[src/rtl/scg_pkg.sv]
// Constants shared by the secondary clock gating and system-error flag block.
// Assumes a single PCI clock domain; offsets are configuration-space byte addresses.
package scg_pkg;

  // ==========================================================================
  // Register placement
  // ==========================================================================
  localparam logic [7:0] SCG_CFG_OFFSET = 8'h68; // Shared dword of both registers

  // ==========================================================================
  // Clock gating field layout
  // ==========================================================================
  localparam int SCG_GATE_W = 14;          // Writable gating bits 13:0
  localparam int SCG_SLOT_N = 4;           // Slot clocks with 2-bit fields
  localparam int SCG_DEV_N = 6;            // Device clocks plus self clock, 1 bit each
  localparam int SCG_CLK_N = 10;           // Gated secondary clock outputs
  localparam int SCG_DEV_LSB = 8;          // First 1-bit field
  localparam int SCG_SELF_BIT = 13;        // Self clock gating bit
  localparam int SCG_RSVD_LSB = 14;        // Reserved bits 15:14
  localparam logic [1:0] SCG_SLOT_STOP = 2'h3;
  localparam logic [13:0] SCG_GATE_RESET = 14'h0000;
  localparam logic [1:0] SCG_RSVD_VALUE = 2'h3;

  // ==========================================================================
  // System-error cause flags
  // ==========================================================================
  localparam int SCG_STATUS_LSB = 16;
  localparam int SCG_STATUS_W = 8;
  localparam logic [7:0] SCG_STATUS_RESET = 8'h00;
  localparam logic [7:0] SCG_MASKABLE = 8'h7c; // Causes with a mask bit: 18..22

endpackage

[src/rtl/scg_preload_if.sv]
// Carries the serially preloaded gating value from the loader to the register bank.
// Assumes both ends sit on the same clock; load is a one-cycle pulse.
`timescale 1ns/100ps
interface scg_preload_if;
  logic load;
  logic [scg_pkg::SCG_GATE_W-1:0] bits;

  // ==========================================================================
  // Directions
  // ==========================================================================
  modport src (output load, output bits);
  modport dst (input load, input bits);
endinterface

[src/rtl/scg_clk_gate.sv]
// Divides the PCI clock by two and gates each secondary clock output.
// Assumes stop_in comes from flops on clk_in; outputs are flops.
`timescale 1ns/100ps
module scg_clk_gate #(
  parameter int N = 10
) (
  // Clock and reset
  input wire logic clk_in,
  input wire logic rstn_in,
  // Gating requests, 1 = stop and hold high
  input wire logic [N-1:0] stop_in,
  // Gated clocks
  output logic [N-1:0] clk_out
);

  typedef struct packed {
    logic phase;
    logic [N-1:0] run;
    logic [N-1:0] out;
  } scg_gate_s;

  scg_gate_s cur_ff;
  scg_gate_s nxt_ff;

  // ==========================================================================
  // Next state
  // ==========================================================================
  // Run flags move only while the common phase is high, so every output is
  // high at the switch: a stop holds it high, a start begins with a full low
  always_comb begin
    nxt_ff = cur_ff;
    nxt_ff.phase = ~cur_ff.phase;
    if (cur_ff.phase) begin
      nxt_ff.run = ~stop_in; // [RQ16]
    end
    nxt_ff.out = ~nxt_ff.run | {N{nxt_ff.phase}};
  end

  // Registered state
  always_ff @(posedge clk_in or negedge rstn_in) begin
    if (!rstn_in) begin
      cur_ff <= '{phase: 1'b1, run: {N{1'b1}}, out: {N{1'b1}}};
    end else begin
      cur_ff <= nxt_ff;
    end
  end

  assign clk_out = cur_ff.out;

endmodule

[src/rtl/scg_serial_preload.sv]
// Shifts in the gating preset while secondary reset is held.
// Assumes reset, shift strobe and data are pins from outside the clock domain.
`timescale 1ns/100ps
module scg_serial_preload #(
  parameter int W = 14
) (
  // Clock and reset
  input wire logic clk_in,
  input wire logic rstn_in,
  // Pins
  input wire logic sec_rst_n_in,
  input wire logic ser_shift_in,
  input wire logic ser_data_in,
  // Preload towards the register bank
  scg_preload_if.src pre
);

  localparam int CW = $clog2(W + 1);

  typedef struct packed {
    logic [1:0] rst_sync;
    logic [2:0] sck_sync;
    logic [1:0] dat_sync;
    logic in_rst;
    logic [W-1:0] shreg;
    logic [CW-1:0] cnt;
    logic load;
    logic [W-1:0] bits;
  } scg_pre_s;

  scg_pre_s cur_ff;
  scg_pre_s nxt_ff;

  // ==========================================================================
  // Next state
  // ==========================================================================
  // Bits arrive MSB first on rising shift strobes; a short stream loads nothing
  always_comb begin
    nxt_ff = cur_ff;
    nxt_ff.rst_sync = {cur_ff.rst_sync[0], sec_rst_n_in};
    nxt_ff.sck_sync = {cur_ff.sck_sync[1:0], ser_shift_in};
    nxt_ff.dat_sync = {cur_ff.dat_sync[0], ser_data_in};
    nxt_ff.in_rst = ~cur_ff.rst_sync[1];
    nxt_ff.load = 1'b0;
    if (cur_ff.in_rst) begin
      if (cur_ff.sck_sync[1] && !cur_ff.sck_sync[2] && cur_ff.cnt != CW'(W)) begin
        nxt_ff.shreg = {cur_ff.shreg[W-2:0], cur_ff.dat_sync[1]};
        nxt_ff.cnt = cur_ff.cnt + CW'(1);
      end
      if (!nxt_ff.in_rst && cur_ff.cnt == CW'(W)) begin
        nxt_ff.load = 1'b1; // [RQ4]
        nxt_ff.bits = cur_ff.shreg;
      end
    end else begin
      nxt_ff.cnt = '0;
    end
  end

  // Registered state
  always_ff @(posedge clk_in or negedge rstn_in) begin
    if (!rstn_in) begin
      cur_ff <= '{rst_sync: 2'h3, sck_sync: 3'h0, dat_sync: 2'h0, in_rst: 1'b0,
                  shreg: '0, cnt: '0, load: 1'b0, bits: '0};
    end else begin
      cur_ff <= nxt_ff;
    end
  end

  assign pre.load = cur_ff.load;
  assign pre.bits = cur_ff.bits;

endmodule

[src/rtl/scg_clock_serr_regs.sv]
// Secondary clock gating register and system-error cause flags at one config dword.
// Assumes configuration strobes and error events come from logic on clk_in.
// Notes on behaviour
// (RQ1) Slot clocks 0..3 run for field codes 00, 01, 10 and stop high for 11, fields reset to 00.
// (RQ2) Device clocks 4..8 run when their bit at 8..12 is 0 and stop high when it is 1, reset 0.
// (RQ3) Bit 13 gates the clock feeding the bridge's own secondary clock input, 1 stops it high.
// (RQ4) On secondary reset the gating bits are preset from a serially shifted stream.
// (RQ5) Bits 15:14 are read-only, ignore writes and always read as 1.
// (RQ6) Flag 16 records a system error caused by an address parity error on either bus.
// (RQ7) Flag 17 records a system error caused by posted write data parity error on the target bus.
// (RQ8) Flag 18 records a system error caused by posted memory write non-delivery after the retry limit.
// (RQ9) Flag 19 records a system error caused by a target abort on posted memory write.
// (RQ10) Flag 20 records a system error caused by a master abort on posted memory write.
// (RQ11) Flag 21 records a system error caused by delayed write non-delivery after the retry limit.
// (RQ12) Flag 22 records a system error caused by a delayed read getting no data within the retry limit.
// (RQ13) Flag 23 records a system error caused by a master not repeating a delayed transaction in time.
// (RQ14) A maskable cause raises the system error only with its mask bit 0 and the enable bit set.
// (RQ15) Each flag resets to 0, stays set, clears on a written 1 and ignores a written 0.
// (RQ16) Gating changes take effect only while the output is high, so no short pulse leaves.
`timescale 1ns/100ps
module scg_clock_serr_regs (
  // Clock and reset
  input wire logic clk_in,
  input wire logic rstn_in,
  // Configuration access
  input wire logic cfg_wr_in,
  input wire logic cfg_rd_in,
  input wire logic [7:0] cfg_addr_in,
  input wire logic [3:0] cfg_be_in,
  input wire logic [31:0] cfg_wdata_in,
  output logic [31:0] cfg_rdata_out,
  output logic cfg_rack_out,
  // Secondary reset and serial preset pins
  input wire logic sec_rst_n_in,
  input wire logic ser_shift_in,
  input wire logic ser_data_in,
  // System-error causes and gating
  input wire logic [7:0] serr_event_in,
  input wire logic [7:0] serr_mask_in,
  input wire logic serr_enable_in,
  // Open-drain system-error pin
  output logic primary_system_error_n_out,
  output logic primary_system_error_oe_out,
  // Gated secondary clocks
  output logic [scg_pkg::SCG_CLK_N-1:0] secondary_clock_output_out
);

  typedef struct packed {
    logic [scg_pkg::SCG_GATE_W-1:0] gate;
    logic [scg_pkg::SCG_STATUS_W-1:0] status;
    logic [31:0] rdata;
    logic rack;
    logic serr_n;
    logic serr_oe;
  } scg_regs_s;

  scg_regs_s cur_ff;
  scg_regs_s nxt_ff;

  logic [scg_pkg::SCG_CLK_N-1:0] stop;
  logic [7:0] fire;
  logic [7:0] clr;
  logic hit_wr;
  logic hit_rd;

  scg_preload_if pre_if ();

  // ==========================================================================
  // Helpers
  // ==========================================================================
  // Dword match; low address bits select bytes through the enables
  function automatic logic addr_hit(input logic [7:0] addr);
    addr_hit = addr[7:2] == scg_pkg::SCG_CFG_OFFSET[7:2];
  endfunction

  // Read image of the dword
  function automatic logic [31:0] read_image(input logic [13:0] gate, input logic [7:0] status);
    read_image = {8'h00, status, scg_pkg::SCG_RSVD_VALUE, gate}; // [RQ5]
  endfunction

  // ==========================================================================
  // Serial preset loader
  // ==========================================================================
  scg_serial_preload #(
    .W(scg_pkg::SCG_GATE_W)
  ) u_preload (
    .clk_in(clk_in),
    .rstn_in(rstn_in),
    .sec_rst_n_in(sec_rst_n_in),
    .ser_shift_in(ser_shift_in),
    .ser_data_in(ser_data_in),
    .pre(pre_if.src)
  );

  // ==========================================================================
  // Gating decode
  // ==========================================================================
  // Slot fields stop only on code 11; the other three codes all run
  always_comb begin
    stop = '0;
    for (int i = 0; i < scg_pkg::SCG_SLOT_N; i++) begin
      stop[i] = cur_ff.gate[2*i +: 2] == scg_pkg::SCG_SLOT_STOP; // [RQ1]
    end
    for (int k = 0; k < scg_pkg::SCG_DEV_N; k++) begin
      stop[scg_pkg::SCG_SLOT_N + k] = cur_ff.gate[scg_pkg::SCG_DEV_LSB + k]; // [RQ2] [RQ3]
    end
  end

  // Clock dividers and glitch-free gates
  scg_clk_gate #(
    .N(scg_pkg::SCG_CLK_N)
  ) u_clk_gate (
    .clk_in(clk_in),
    .rstn_in(rstn_in),
    .stop_in(stop),
    .clk_out(secondary_clock_output_out)
  );

  // ==========================================================================
  // Register next state
  // ==========================================================================
  // Config decode, error flags and read answer
  always_comb begin
    nxt_ff = cur_ff;
    hit_wr = cfg_wr_in && addr_hit(cfg_addr_in);
    hit_rd = cfg_rd_in && addr_hit(cfg_addr_in);
    // Byte lanes 0 and 1 hold gating; 15:14 never take a write
    if (hit_wr && cfg_be_in[0]) begin
      nxt_ff.gate[7:0] = cfg_wdata_in[7:0]; // [RQ1]
    end
    if (hit_wr && cfg_be_in[1]) begin
      nxt_ff.gate[13:8] = cfg_wdata_in[13:8]; // [RQ2] [RQ3] [RQ5]
    end
    // A preset after secondary reset overrides a write in the same cycle
    if (pre_if.load) begin
      nxt_ff.gate = pre_if.bits; // [RQ4]
    end
    // Parity causes carry no mask bit, only the common enable
    fire = serr_event_in & ~(serr_mask_in & scg_pkg::SCG_MASKABLE) & {8{serr_enable_in}}; // [RQ14]
    clr = (hit_wr && cfg_be_in[2]) ? cfg_wdata_in[23:16] : 8'h00;
    // Set wins over clear so an event in the clearing cycle survives
    nxt_ff.status = (cur_ff.status & ~clr) | fire; // [RQ6] [RQ7] [RQ8] [RQ9] [RQ10] [RQ11] [RQ12] [RQ13] [RQ15]
    nxt_ff.serr_n = ~|fire;
    nxt_ff.serr_oe = |fire; // [RQ14]
    nxt_ff.rack = hit_rd;
    nxt_ff.rdata = hit_rd ? read_image(cur_ff.gate, cur_ff.status) : 32'h00000000;
  end

  // Registered state
  always_ff @(posedge clk_in or negedge rstn_in) begin
    if (!rstn_in) begin
      cur_ff <= '{gate: scg_pkg::SCG_GATE_RESET, status: scg_pkg::SCG_STATUS_RESET,
                  rdata: 32'h00000000, rack: 1'b0, serr_n: 1'b1, serr_oe: 1'b0};
    end else begin
      cur_ff <= nxt_ff;
    end
  end

  // ==========================================================================
  // Outputs
  // ==========================================================================
  // Pin is only ever pulled low, so data follows the enable
  assign cfg_rdata_out = cur_ff.rdata;
  assign cfg_rack_out = cur_ff.rack;
  assign primary_system_error_n_out = cur_ff.serr_n;
  assign primary_system_error_oe_out = cur_ff.serr_oe;
endmodule

[config.mk]
export PLATFORM = sky130hd
export DESIGN_NAME = scg_clock_serr_regs
export DESIGN_NICKNAME = d
export VERILOG_FILES = /design/src/rtl/scg_pkg.sv /design/src/rtl/scg_preload_if.sv /design/src/rtl/scg_clk_gate.sv /design/src/rtl/scg_serial_preload.sv /design/src/rtl/scg_clock_serr_regs.sv
export SDC_FILE = /design/constraint.sdc
export NUM_CORES = 1
export LEC_CHECK = 0
export BUFFER_PORTS_ARGS = -buffer_cell sky130_fd_sc_hd__buf_2
export CAP_MARGIN = 20
export CORE_MARGIN = 2
export CORE_UTILIZATION = 40
export CTS_CLUSTER_DIAMETER = 120
export DETAILED_ROUTE_END_ITERATION = 12
export GPL_TIMING_DRIVEN = 1
export PLACE_DENSITY = 0.62
export SETUP_SLACK_MARGIN = 0.5
export SLEW_MARGIN = 20
export SYNTH_ARGS = -nofsm -noshare
export SYNTH_HDL_FRONTEND = slang
export SYNTH_SLANG_ARGS = --single-unit
[constraint.sdc]
create_clock -name clk_in -period 3.51 [get_ports clk_in]
set_input_delay 0.702 -clock clk_in [delete_from_list [all_inputs] [get_ports clk_in]]
set_output_delay 0.702 -clock clk_in [all_outputs]
set_load 0.02 [all_outputs]
[Word level (Yosys, flattened, before mapping)]
Cells that the tools add are included.
Word-level totals
  bits in registers: 111
  bits in latches: 0
  RAM bits: 0
  bits in read-only memories: 0
  input bits: 68
  output and inout port bits: 45
  logic and storage cells: 63
  memories kept: 0
Cells by class
  add/sub/neg operators: 1
  $mul: 0
  div/mod/pow operators: 0
  $lt $le $gt $ge: 0
  equal/unequal tests: 8
  shifts and indexed selects: 0
  mux-type cells: 10
  bitwise operators: 11
  reductions and logical operators: 15
Operators with widths (number)
  15-bit two-way mux: 2
  8-bit bitwise AND: 3
  24-bit two-way mux: 1
  10-bit NOT: 2
  8-bit two-way mux: 2
  14-bit two-way mux: 1
  10-bit two-way mux: 1
  10-bit bitwise OR: 1
  2-bit equality test (second input constant): 4
  1-bit logical AND: 8
  4-bit two-way mux: 2
  7-bit NOT with 8-bit output: 1
  8-bit NOT: 1
  8-bit bitwise OR: 1
  8-bit OR reduction: 1
  6-bit by 5-bit equality test with 1-bit output (second input constant): 1
  6-bit two-way mux: 1
  4-bit by 1-bit adder with 4-bit output (second input constant): 1
  4-bit equality test (second input constant): 1
  4-bit inequality test (second input constant): 1
  2-bit AND reduction: 2
  2-bit nonzero test: 2
  1-bit logical NOT: 2
  2-bit inequality test (second input constant): 1
  1-bit NOT: 2

[Depth between registers and ports, before layout]
Gate-level depths: netlist of run 1.
  depth in word-level cells: 7
  mapped depth: 8
  depth with buffers taken out: 5

[Modules after synthesis]
From an unflattened synthesis of run 1, not the netlist that was laid out.
Second synthesis, totals
  cells, all modules: 316
  area total of the unflattened synthesis: 4366.7 µm²
By module, submodules not included
  scg_clock_serr_regs: instances 1, cells an instance 173, area each 2194.6 µm²
  scg_serial_preload: instances 1, cells an instance 109, area each 1700.4 µm²
  scg_clk_gate: instances 1, cells an instance 34, area each 471.7 µm²

[Worst setup path before layout of run 1]
OpenSTA, ideal clock, no wires.
  kind: input port to flip-flop
  from: in cfg_addr_in[4]
  to: reg cur_ff[43] (netlist bit)
  setup time: 0.125 ns
  arrival: 1.690 ns
  data required time: 3.385 ns
  path slack: 1.695 ns
  stages: 3
  path buffers: 0
  path through: and4bb_2 > a41oi_2 > mux2_2
On the way
  cells in the longest elaborated chain, start to end: 4
RTL lines
  start, declared: RTL line scg_clock_serr_regs.sv:28  | input wire logic [7:0] cfg_addr_in,
  6-bit by 5-bit equality test with 1-bit output: RTL line scg_clock_serr_regs.sv:73  | addr_hit = addr[7:2] == scg_pkg::SCG_CFG_OFFSET[7:2];
  1-bit logical AND: RTL line scg_clock_serr_regs.sv:125  | hit_wr = cfg_wr_in && addr_hit(cfg_addr_in);
  1-bit logical AND: RTL line scg_clock_serr_regs.sv:128  | if (hit_wr && cfg_be_in[0]) begin
  2-bit nonzero test (no line)
  end signal, assigned: RTL line scg_clock_serr_regs.sv:152  | cur_ff <= '{gate: scg_pkg::SCG_GATE_RESET, status: scg_pkg::SCG_STATUS_RESET,
  end signal, assigned: RTL line scg_clock_serr_regs.sv:155  | cur_ff <= nxt_ff;
  end, declared: RTL line scg_clock_serr_regs.sv:57  | scg_regs_s cur_ff;
Every way passes these cells.
A chain may end at the register's enable or synchronous reset.

[Worst setup path after layout of run 1]
  from: reg u_preload.cur_ff[15] (netlist bit)
  to: reg u_preload.cur_ff[27] (netlist bit)
On the way
  cells in the longest elaborated chain, start to end: 3
RTL lines
  start, declared: RTL line scg_serial_preload.sv:31  | scg_pre_s cur_ff;
  start signal, assigned: RTL line scg_serial_preload.sv:62  | cur_ff <= '{rst_sync: 2'h3, sck_sync: 3'h0, dat_sync: 2'h0, in_rst: 1'b0,
  start signal, assigned: RTL line scg_serial_preload.sv:65  | cur_ff <= nxt_ff;
  4-bit inequality test: RTL line scg_serial_preload.sv:46  | if (cur_ff.sck_sync[1] && !cur_ff.sck_sync[2] && cur_ff.cnt != CW'(W)) begin
  1-bit logical AND: RTL line scg_serial_preload.sv:46
  2-bit AND reduction (no line)
Every way passes these cells.

==> flow_metrics.py, run 1 <==
metrics = {
    "outcome": {
        "outcome": "finished, final reports clean",
    },
    "grt": {
        "antenna_found_initial": 2,
        "grt-ovfl-total": 0,
        "first_global_vias": 2263,
        "grtUsageTotal": 0.127,
        "grt_max_degree": 59,
        "grt_first_pass_wirelength_um": 11000,
    },
    "die": {
        "initial_core_util": 0.410,
        "core_area_um2": 10200,
        "fp-row-count": 37,
        "die_w_um": 106,
        "die_area_um2": 11300,
        "num_io_pins": 113,
        "die_h_um": 106,
    },
    "timing": {
        "max_freq_mhz": 493,
        "fin_crit_ps": 2030,
        "finalMaxSlewViolations": 0,
        "rsz0062_at_grt": "no",
        "relSlewSlack": 0.508,
        "worst_pin_slew_ps": 738,
        "clock_skew_ps": 10.6,
        "final.period_utilization": 0.578,
        "hold_viol": 0,
        "fin_tns_setup_ps": 0,
        "finalSetupViolations": 0,
    },
    "pwr": {
        "p_per_area_nw_per_um2": 475,
        "ir_drop_uv": 254,
        "p_int_uw": 1720,
        "p_leak_uw": 0.00236,
        "combPwrFrac": 0.073,
        "p_clk_frac": 0.360,
        "switchingPower_uw": 494,
        "swShare": 0.223,
        "pwr-share-seq": 0.567,
    },
    "detailed_routing": {
        "wl_per_cell_um": 13.6,
        "firstDrtPassIters": 4,
        "drt-vias-per-instance": 4.57,
        "vias": 2284,
        "drtIter0Drc": 107,
        "antenna_left": 0,
        "drc_errors": 0,
        "drt_wl_total_um": 6820,
    },
    "synth": {
        "ys.flop_type": "dfrtp_1",
        "seq_area_frac_synth": 0.595,
        "synth_cell_types": 34,
        "ys_ff_latch": 99,
        "synth.avg_cell_area_um2": 13.7,
        "syn_area_um2": 4190,
        "synth_edf_count": 0,
        "ys.warnings.count": 0,
        "synthCells": 306,
        "synthArstFlopShare": 1.00,
    },
    "layout": {
        "nFillCells": 938,
        "final_cell_mix": "buf_2 (87), dfrtp_1 (85), mux2_2 (41), and2_1 (22), dfstp_2 (14)",
        "final_nets": 427,
        "fin_cells": 500,
        "synthToLayoutAreaGrowth_pct": 11.5,
        "final_common_cell": "buf_2",
        "drive_above_1_share": 0.481,
    },
    "clocking": {
        "cts_setup_buffers": 0,
        "cts-resized-gates": 0,
        "cts_max_level": 3,
        "cts_buffers": 9,
        "cts.reportedPaths.clkPinSlew_ps": 100,
        "root_buffer": "clkbuf_8",
        "clk_latency_ps": 360,
        "cts_hold_buf": 0,
        "clock-sinks": 99,
        "clockBufferDepth": 2,
        "cts_tree": "done",
    },
    "critical_path": {
        "start_kind": "flop",
        "path_cells": "inv_1 > ha_1 > and3_1 > nor3_4 > mux2_2",
        "critPathArrivalTime_ps": 2270,
        "critPathMaxStageDelay_ps": 590,
        "endpoint_kind": "flop",
        "crit_slowest_cell": "nor3_4",
        "cp_max_fo": 14,
        "required_ps": 3750,
        "worstSetupPathType": "flop to flop",
    },
    "placement": {
        "dp_hpwl_um": 5010,
        "placed_cells": 482,
        "gp_congestion": 0.792,
        "port_buffers": 88,
    },
    "worst_hold_path": {
        "hold_path.class": "input port to asynchronous set/reset pin",
    },
    "job": {
        "max_cap_violations": 0,
    },
}
## area by class of cell
class | instances | area, um^2 | share of cell area
clock buffer | 11 | 141 | 0.0303
clock inverter | 5 | 86.3 | 0.0185
tap | 136 | 170 | 0.0364
antenna | 2 | 5.00 | 0.00107
timing repair buffer | 89 | 463 | 0.0991
sequential | 99 | 2490 | 0.534
multi-input combinational | 153 | 1290 | 0.276
inverter | 5 | 18.8 | 0.00402
## cells by family after synthesis
| logic type | after synthesis | share of synthesized area |
|---|---|---|
| AO/OA/AOI/OAI | 23 | 0.0448 |
| flip-flops | 99 | 0.595 |
| buffers and inverters | 61 | 0.103 |
| multiplexers | 50 | 0.142 |
| other | 1 | 0.000895 |
| adder cells (fa/ha/maj) | 2 | 0.00597 |
| AND/OR/NAND/NOR | 70 | 0.108 |
## worst paths after layout
path,startpoint,endpoint,slack (ps),cells after the start
setup / recovery,u_preload.cur_ff[15],u_preload.cur_ff[27],1480,5
min in group clk_in,u_preload.cur_ff[39],u_preload.cur_ff[40],350,0
setup reg to reg,u_preload.cur_ff[15],u_preload.cur_ff[27],1480,5
hold reg to reg,u_preload.cur_ff[39],u_preload.cur_ff[40],350,0
max in group asynchronous,rstn_in,u_clk_gate.clk_out[8],2450,2
hold / removal,rstn_in,u_preload.cur_ff[37],320,1
## critical path: cells and delay by family, from the launching register on
family                   cells  cell delay [ps]
AND/OR/NAND/NOR              2              860
flip-flops                   1              410
buffers and inverters        1               60
multiplexers                 1              400
adder cells (fa/ha/maj)      1              180
## cell usage after synthesis, types with 3 or more instances
cell type | count | area share
buf_6 | 3 | 0.0081
mux2_2 | 41 | 0.11
a22o_1 | 7 | 0.015
buf_4 | 42 | 0.075
nand3_1 | 9 | 0.011
inv_1 | 5 | 0.0045
and4b_1 | 5 | 0.012
and2_1 | 22 | 0.033
a221o_1 | 3 | 0.0072
nand2b_1 | 7 | 0.010
a21oi_1 | 3 | 0.0036
dfstp_2 | 14 | 0.088
clkbuf_1 | 6 | 0.0054
buf_2 | 4 | 0.0048
nand2_1 | 9 | 0.0081
dfrtp_1 | 85 | 0.51
mux2_4 | 9 | 0.032
nor2b_1 | 8 | 0.012
o21ai_0 | 3 | 0.0036
## through the flow
step	area, um^2	worst slack (ps)	hold WS, ps	total power [uW]	util
floorplan	4220	1700	331	1370	-
global placement	4440	1290	338	1440	0.434
detailed placement	4440	1290	337	1450	0.434
CTS	4670	1460	335	2250	0.456
global route	4670	1360	337	2320	0.457
finish	4670	1480	320	2220	0.457
## per-layer routing
layer	up-vias	track usage	share of wire
met5	-	0	0
met4	0	0.0630	0.025
met3	12	0.0405	0.045
met2	47	0.204	0.49
met1	1119	0.153	0.43
li1	1106	-	-
## state kept, by name (all words and copies together), names as in the netlist
signal	flops
u_preload.cur_ff	26
cfg_rdata_out	23
cur_ff	22
u_preload.pre.bits	14
u_clk_gate.clk_out	10
primary_system_error_n_out	1
primary_system_error_oe_out	1
u_clk_gate.cur_ff	1
u_preload.pre.load	1
## power groups by stage
stage	clock network [uW]	logic, uW	registers, uW
4_1_cts	823	166	1260
3_3_place_gp	0	161	1280
5_1_grt	867	181	1270
2_1_floorplan	0	105	1270
3_5_place_dp	0	165	1280
6_report	799	163	1260
Note: power is estimated with default switching activity, not from simulation.
==> inputs of run 2 (changes only) <==
==> constraint.sdc (replaced) <==
create_clock -name clk_in -period 2 [get_ports clk_in]
set_input_delay 0.4 -clock clk_in [delete_from_list [all_inputs] [get_ports clk_in]]
set_output_delay 0.4 -clock clk_in [all_outputs]
set_load 0.02 [all_outputs]
==> flow_metrics.py, run 2 (synthesis gave the netlist of run 1 again) <==
metrics = {
    "pwr": {
        "switchingPower_uw": 888,
        "combPwrFrac": 0.093,
        "p_leak_uw": 0.00249,
        "swShare": 0.231,
        "p_per_area_nw_per_um2": 776,
        "pwr-share-seq": 0.577,
        "ir_drop_uv": 324,
        "p_int_uw": 2950,
        "p_clk_frac": 0.330,
    },
    "grt": {
        "first_global_vias": 2328,
        "antenna_found_initial": 0,
        "use_met2": 0.218,
        "top_usage_layer": "met2",
        "grtUsageTotal": 0.138,
        "grt_first_pass_wirelength_um": 11900,
        "grt-ovfl-total": 0,
        "grt_max_degree": 36,
        "grtUsageMet1": 0.175,
        "grt_use_met3": 0.0368,
    },
    "layout": {
        "final_area_um2": 4950,
        "final_cell_mix": "buf_2 (87), dfrtp_1 (84), mux2_2 (26), mux2_4 (24), and2_1 (22)",
        "largest_reg_flops": 26,
        "synthToLayoutAreaGrowth_pct": 18.1,
        "fin_cells": 516,
        "postLayoutCoreUtil": 0.484,
        "final_nets": 445,
        "nFillCells": 928,
        "final_common_cell": "buf_2",
        "regMostFlops": "u_preload.cur_ff",
        "n_antenna_cell": 0,
        "drive_above_1_share": 0.513,
    },
    "timing": {
        "finalMaxSlewViolations": 0,
        "fin_crit_ps": 1610,
        "rsz0062_at_grt": "yes",
        "fin_tns_setup_ps": 0,
        "max_freq_mhz": 622,
        "final.period_utilization": 0.804,
        "clock_skew_ps": 10.4,
        "finalSetupViolations": 0,
        "hold_viol": 0,
    },
    "critical_path": {
        "required_ps": 2250,
        "critPathMaxStageDelay_ps": 360,
        "cp_max_fo": 9,
        "start_kind": "flop",
        "crit_slowest_cell": "dfrtp_1",
        "path_cells": "nand2b_1 > nor3_4 > buf_6 > buf_12 > mux2_2",
        "critPathArrivalTime_ps": 1850,
        "worstSetupPathType": "flop to flop",
        "regToRegStartpoint": "u_preload.cur_ff[38]",
        "startpoint": "u_preload.cur_ff[38]",
        "endpoint_kind": "flop",
    },
    "clocking": {
        "clk_latency_ps": 360,
        "clock-sinks": 99,
        "clockBufferDepth": 2,
        "cts.reportedPaths.clkPinSlew_ps": 80,
        "root_buffer": "clkbuf_8",
        "cts_tree": "done",
        "cts_max_level": 3,
        "cts_buffers": 9,
    },
    "job": {
        "max_cap_violations": 0,
    },
    "worst_hold_path": {
        "hold_path_startpoint": "sec_rst_n_in",
        "hold_path.class": "input port to flop",
    },
    "die": {
        "die_h_um": 106,
        "die_w_um": 106,
        "fp-row-count": 37,
        "num_io_pins": 113,
        "core_area_um2": 10200,
        "die_area_um2": 11300,
        "initial_core_util": 0.410,
    },
    "placement": {
        "dp_hpwl_um": 5160,
        "dpl_cell_area_um2": 4580,
        "port_buffers": 88,
        "placed_cells": 488,
        "gp_congestion": 0.708,
    },
    "detailed_routing": {
        "drt-vias-per-instance": 4.50,
        "antenna_left": 0,
        "vias": 2323,
        "drc_errors": 0,
        "drtIter0Drc": 94,
        "firstDrtPassIters": 4,
        "drt_wl_total_um": 7340,
        "wl_per_cell_um": 14.2,
    },
    "outcome": {
        "outcome": "finished, final reports clean",
    },
}
run 2: critical path: cells and delay by family (launching register included):
family,cells,cell delay (ps)
and+or+nand+nor,2,560
DFF,1,360
buffers and inverters,2,240
muxes,1,330
run 2: per-layer routing:
layer	part of all wire	vias to the layer above
li1	-	1127
met1	0.45	1114
met2	0.47	70
met3	0.061	12
met4	0.018	0
met5	0	-
run 2: power by group through the flow:
stage,clock (uW),sequential (uW),combinational [uW]
after detailed placement,0,2260,341
after floorplan,0,2230,225
after global placement,0,2250,336
after CTS,1320,2220,359
final,1270,2220,356
after global routing,1400,2240,394
run 2: layout make-up:
| cell class | count | area [um^2] | share of cell area |
|---|---|---|---|
| Sequential cell | 99 | 2500 | 0.504 |
| Multi-Input combinational cell | 153 | 1380 | 0.278 |
| Timing Repair Buffer | 107 | 691 | 0.140 |
| Tap cell | 136 | 170 | 0.0344 |
| Clock buffer | 12 | 145 | 0.0293 |
| Clock inverter | 4 | 50.0 | 0.0101 |
| Inverter | 5 | 18.8 | 0.00379 |
run 2: final timing paths:
kind	to	slack (ps)	cells after the start
setup / recovery	u_preload.cur_ff[19]	390	5
hold / removal	u_preload.cur_ff[39]	130	1
max in group asynchronous	u_clk_gate.clk_out[5]	860	3
setup reg to reg	u_preload.cur_ff[19]	390	5
min in group asynchronous	u_preload.pre.bits[10]	530	2
hold reg to reg	u_preload.cur_ff[37]	360	0
run 2: timing repair:
action,CTS,global route
resized for setup,3,4
endpoints found under the hold margin,10,0
setup endpoints to repair,43,31
hold buffers,1,0
buffers inserted,8,2
gates cloned,1,0
pin swaps,3,2
run 2: through the flow:
| stage | power (uW) | setup slack [ps] | hold WS [ps] |
|---|---|---|---|
| 6_report | 3840 | 393 | 133 |
| 5_1_grt | 4030 | 295 | 110 |
| 4_1_cts | 3900 | 388 | 110 |
| 3_5_place_dp | 2600 | 277 | 339 |
| 3_3_place_gp | 2590 | 290 | 335 |
| 2_1_floorplan | 2450 | 258 | 104 |
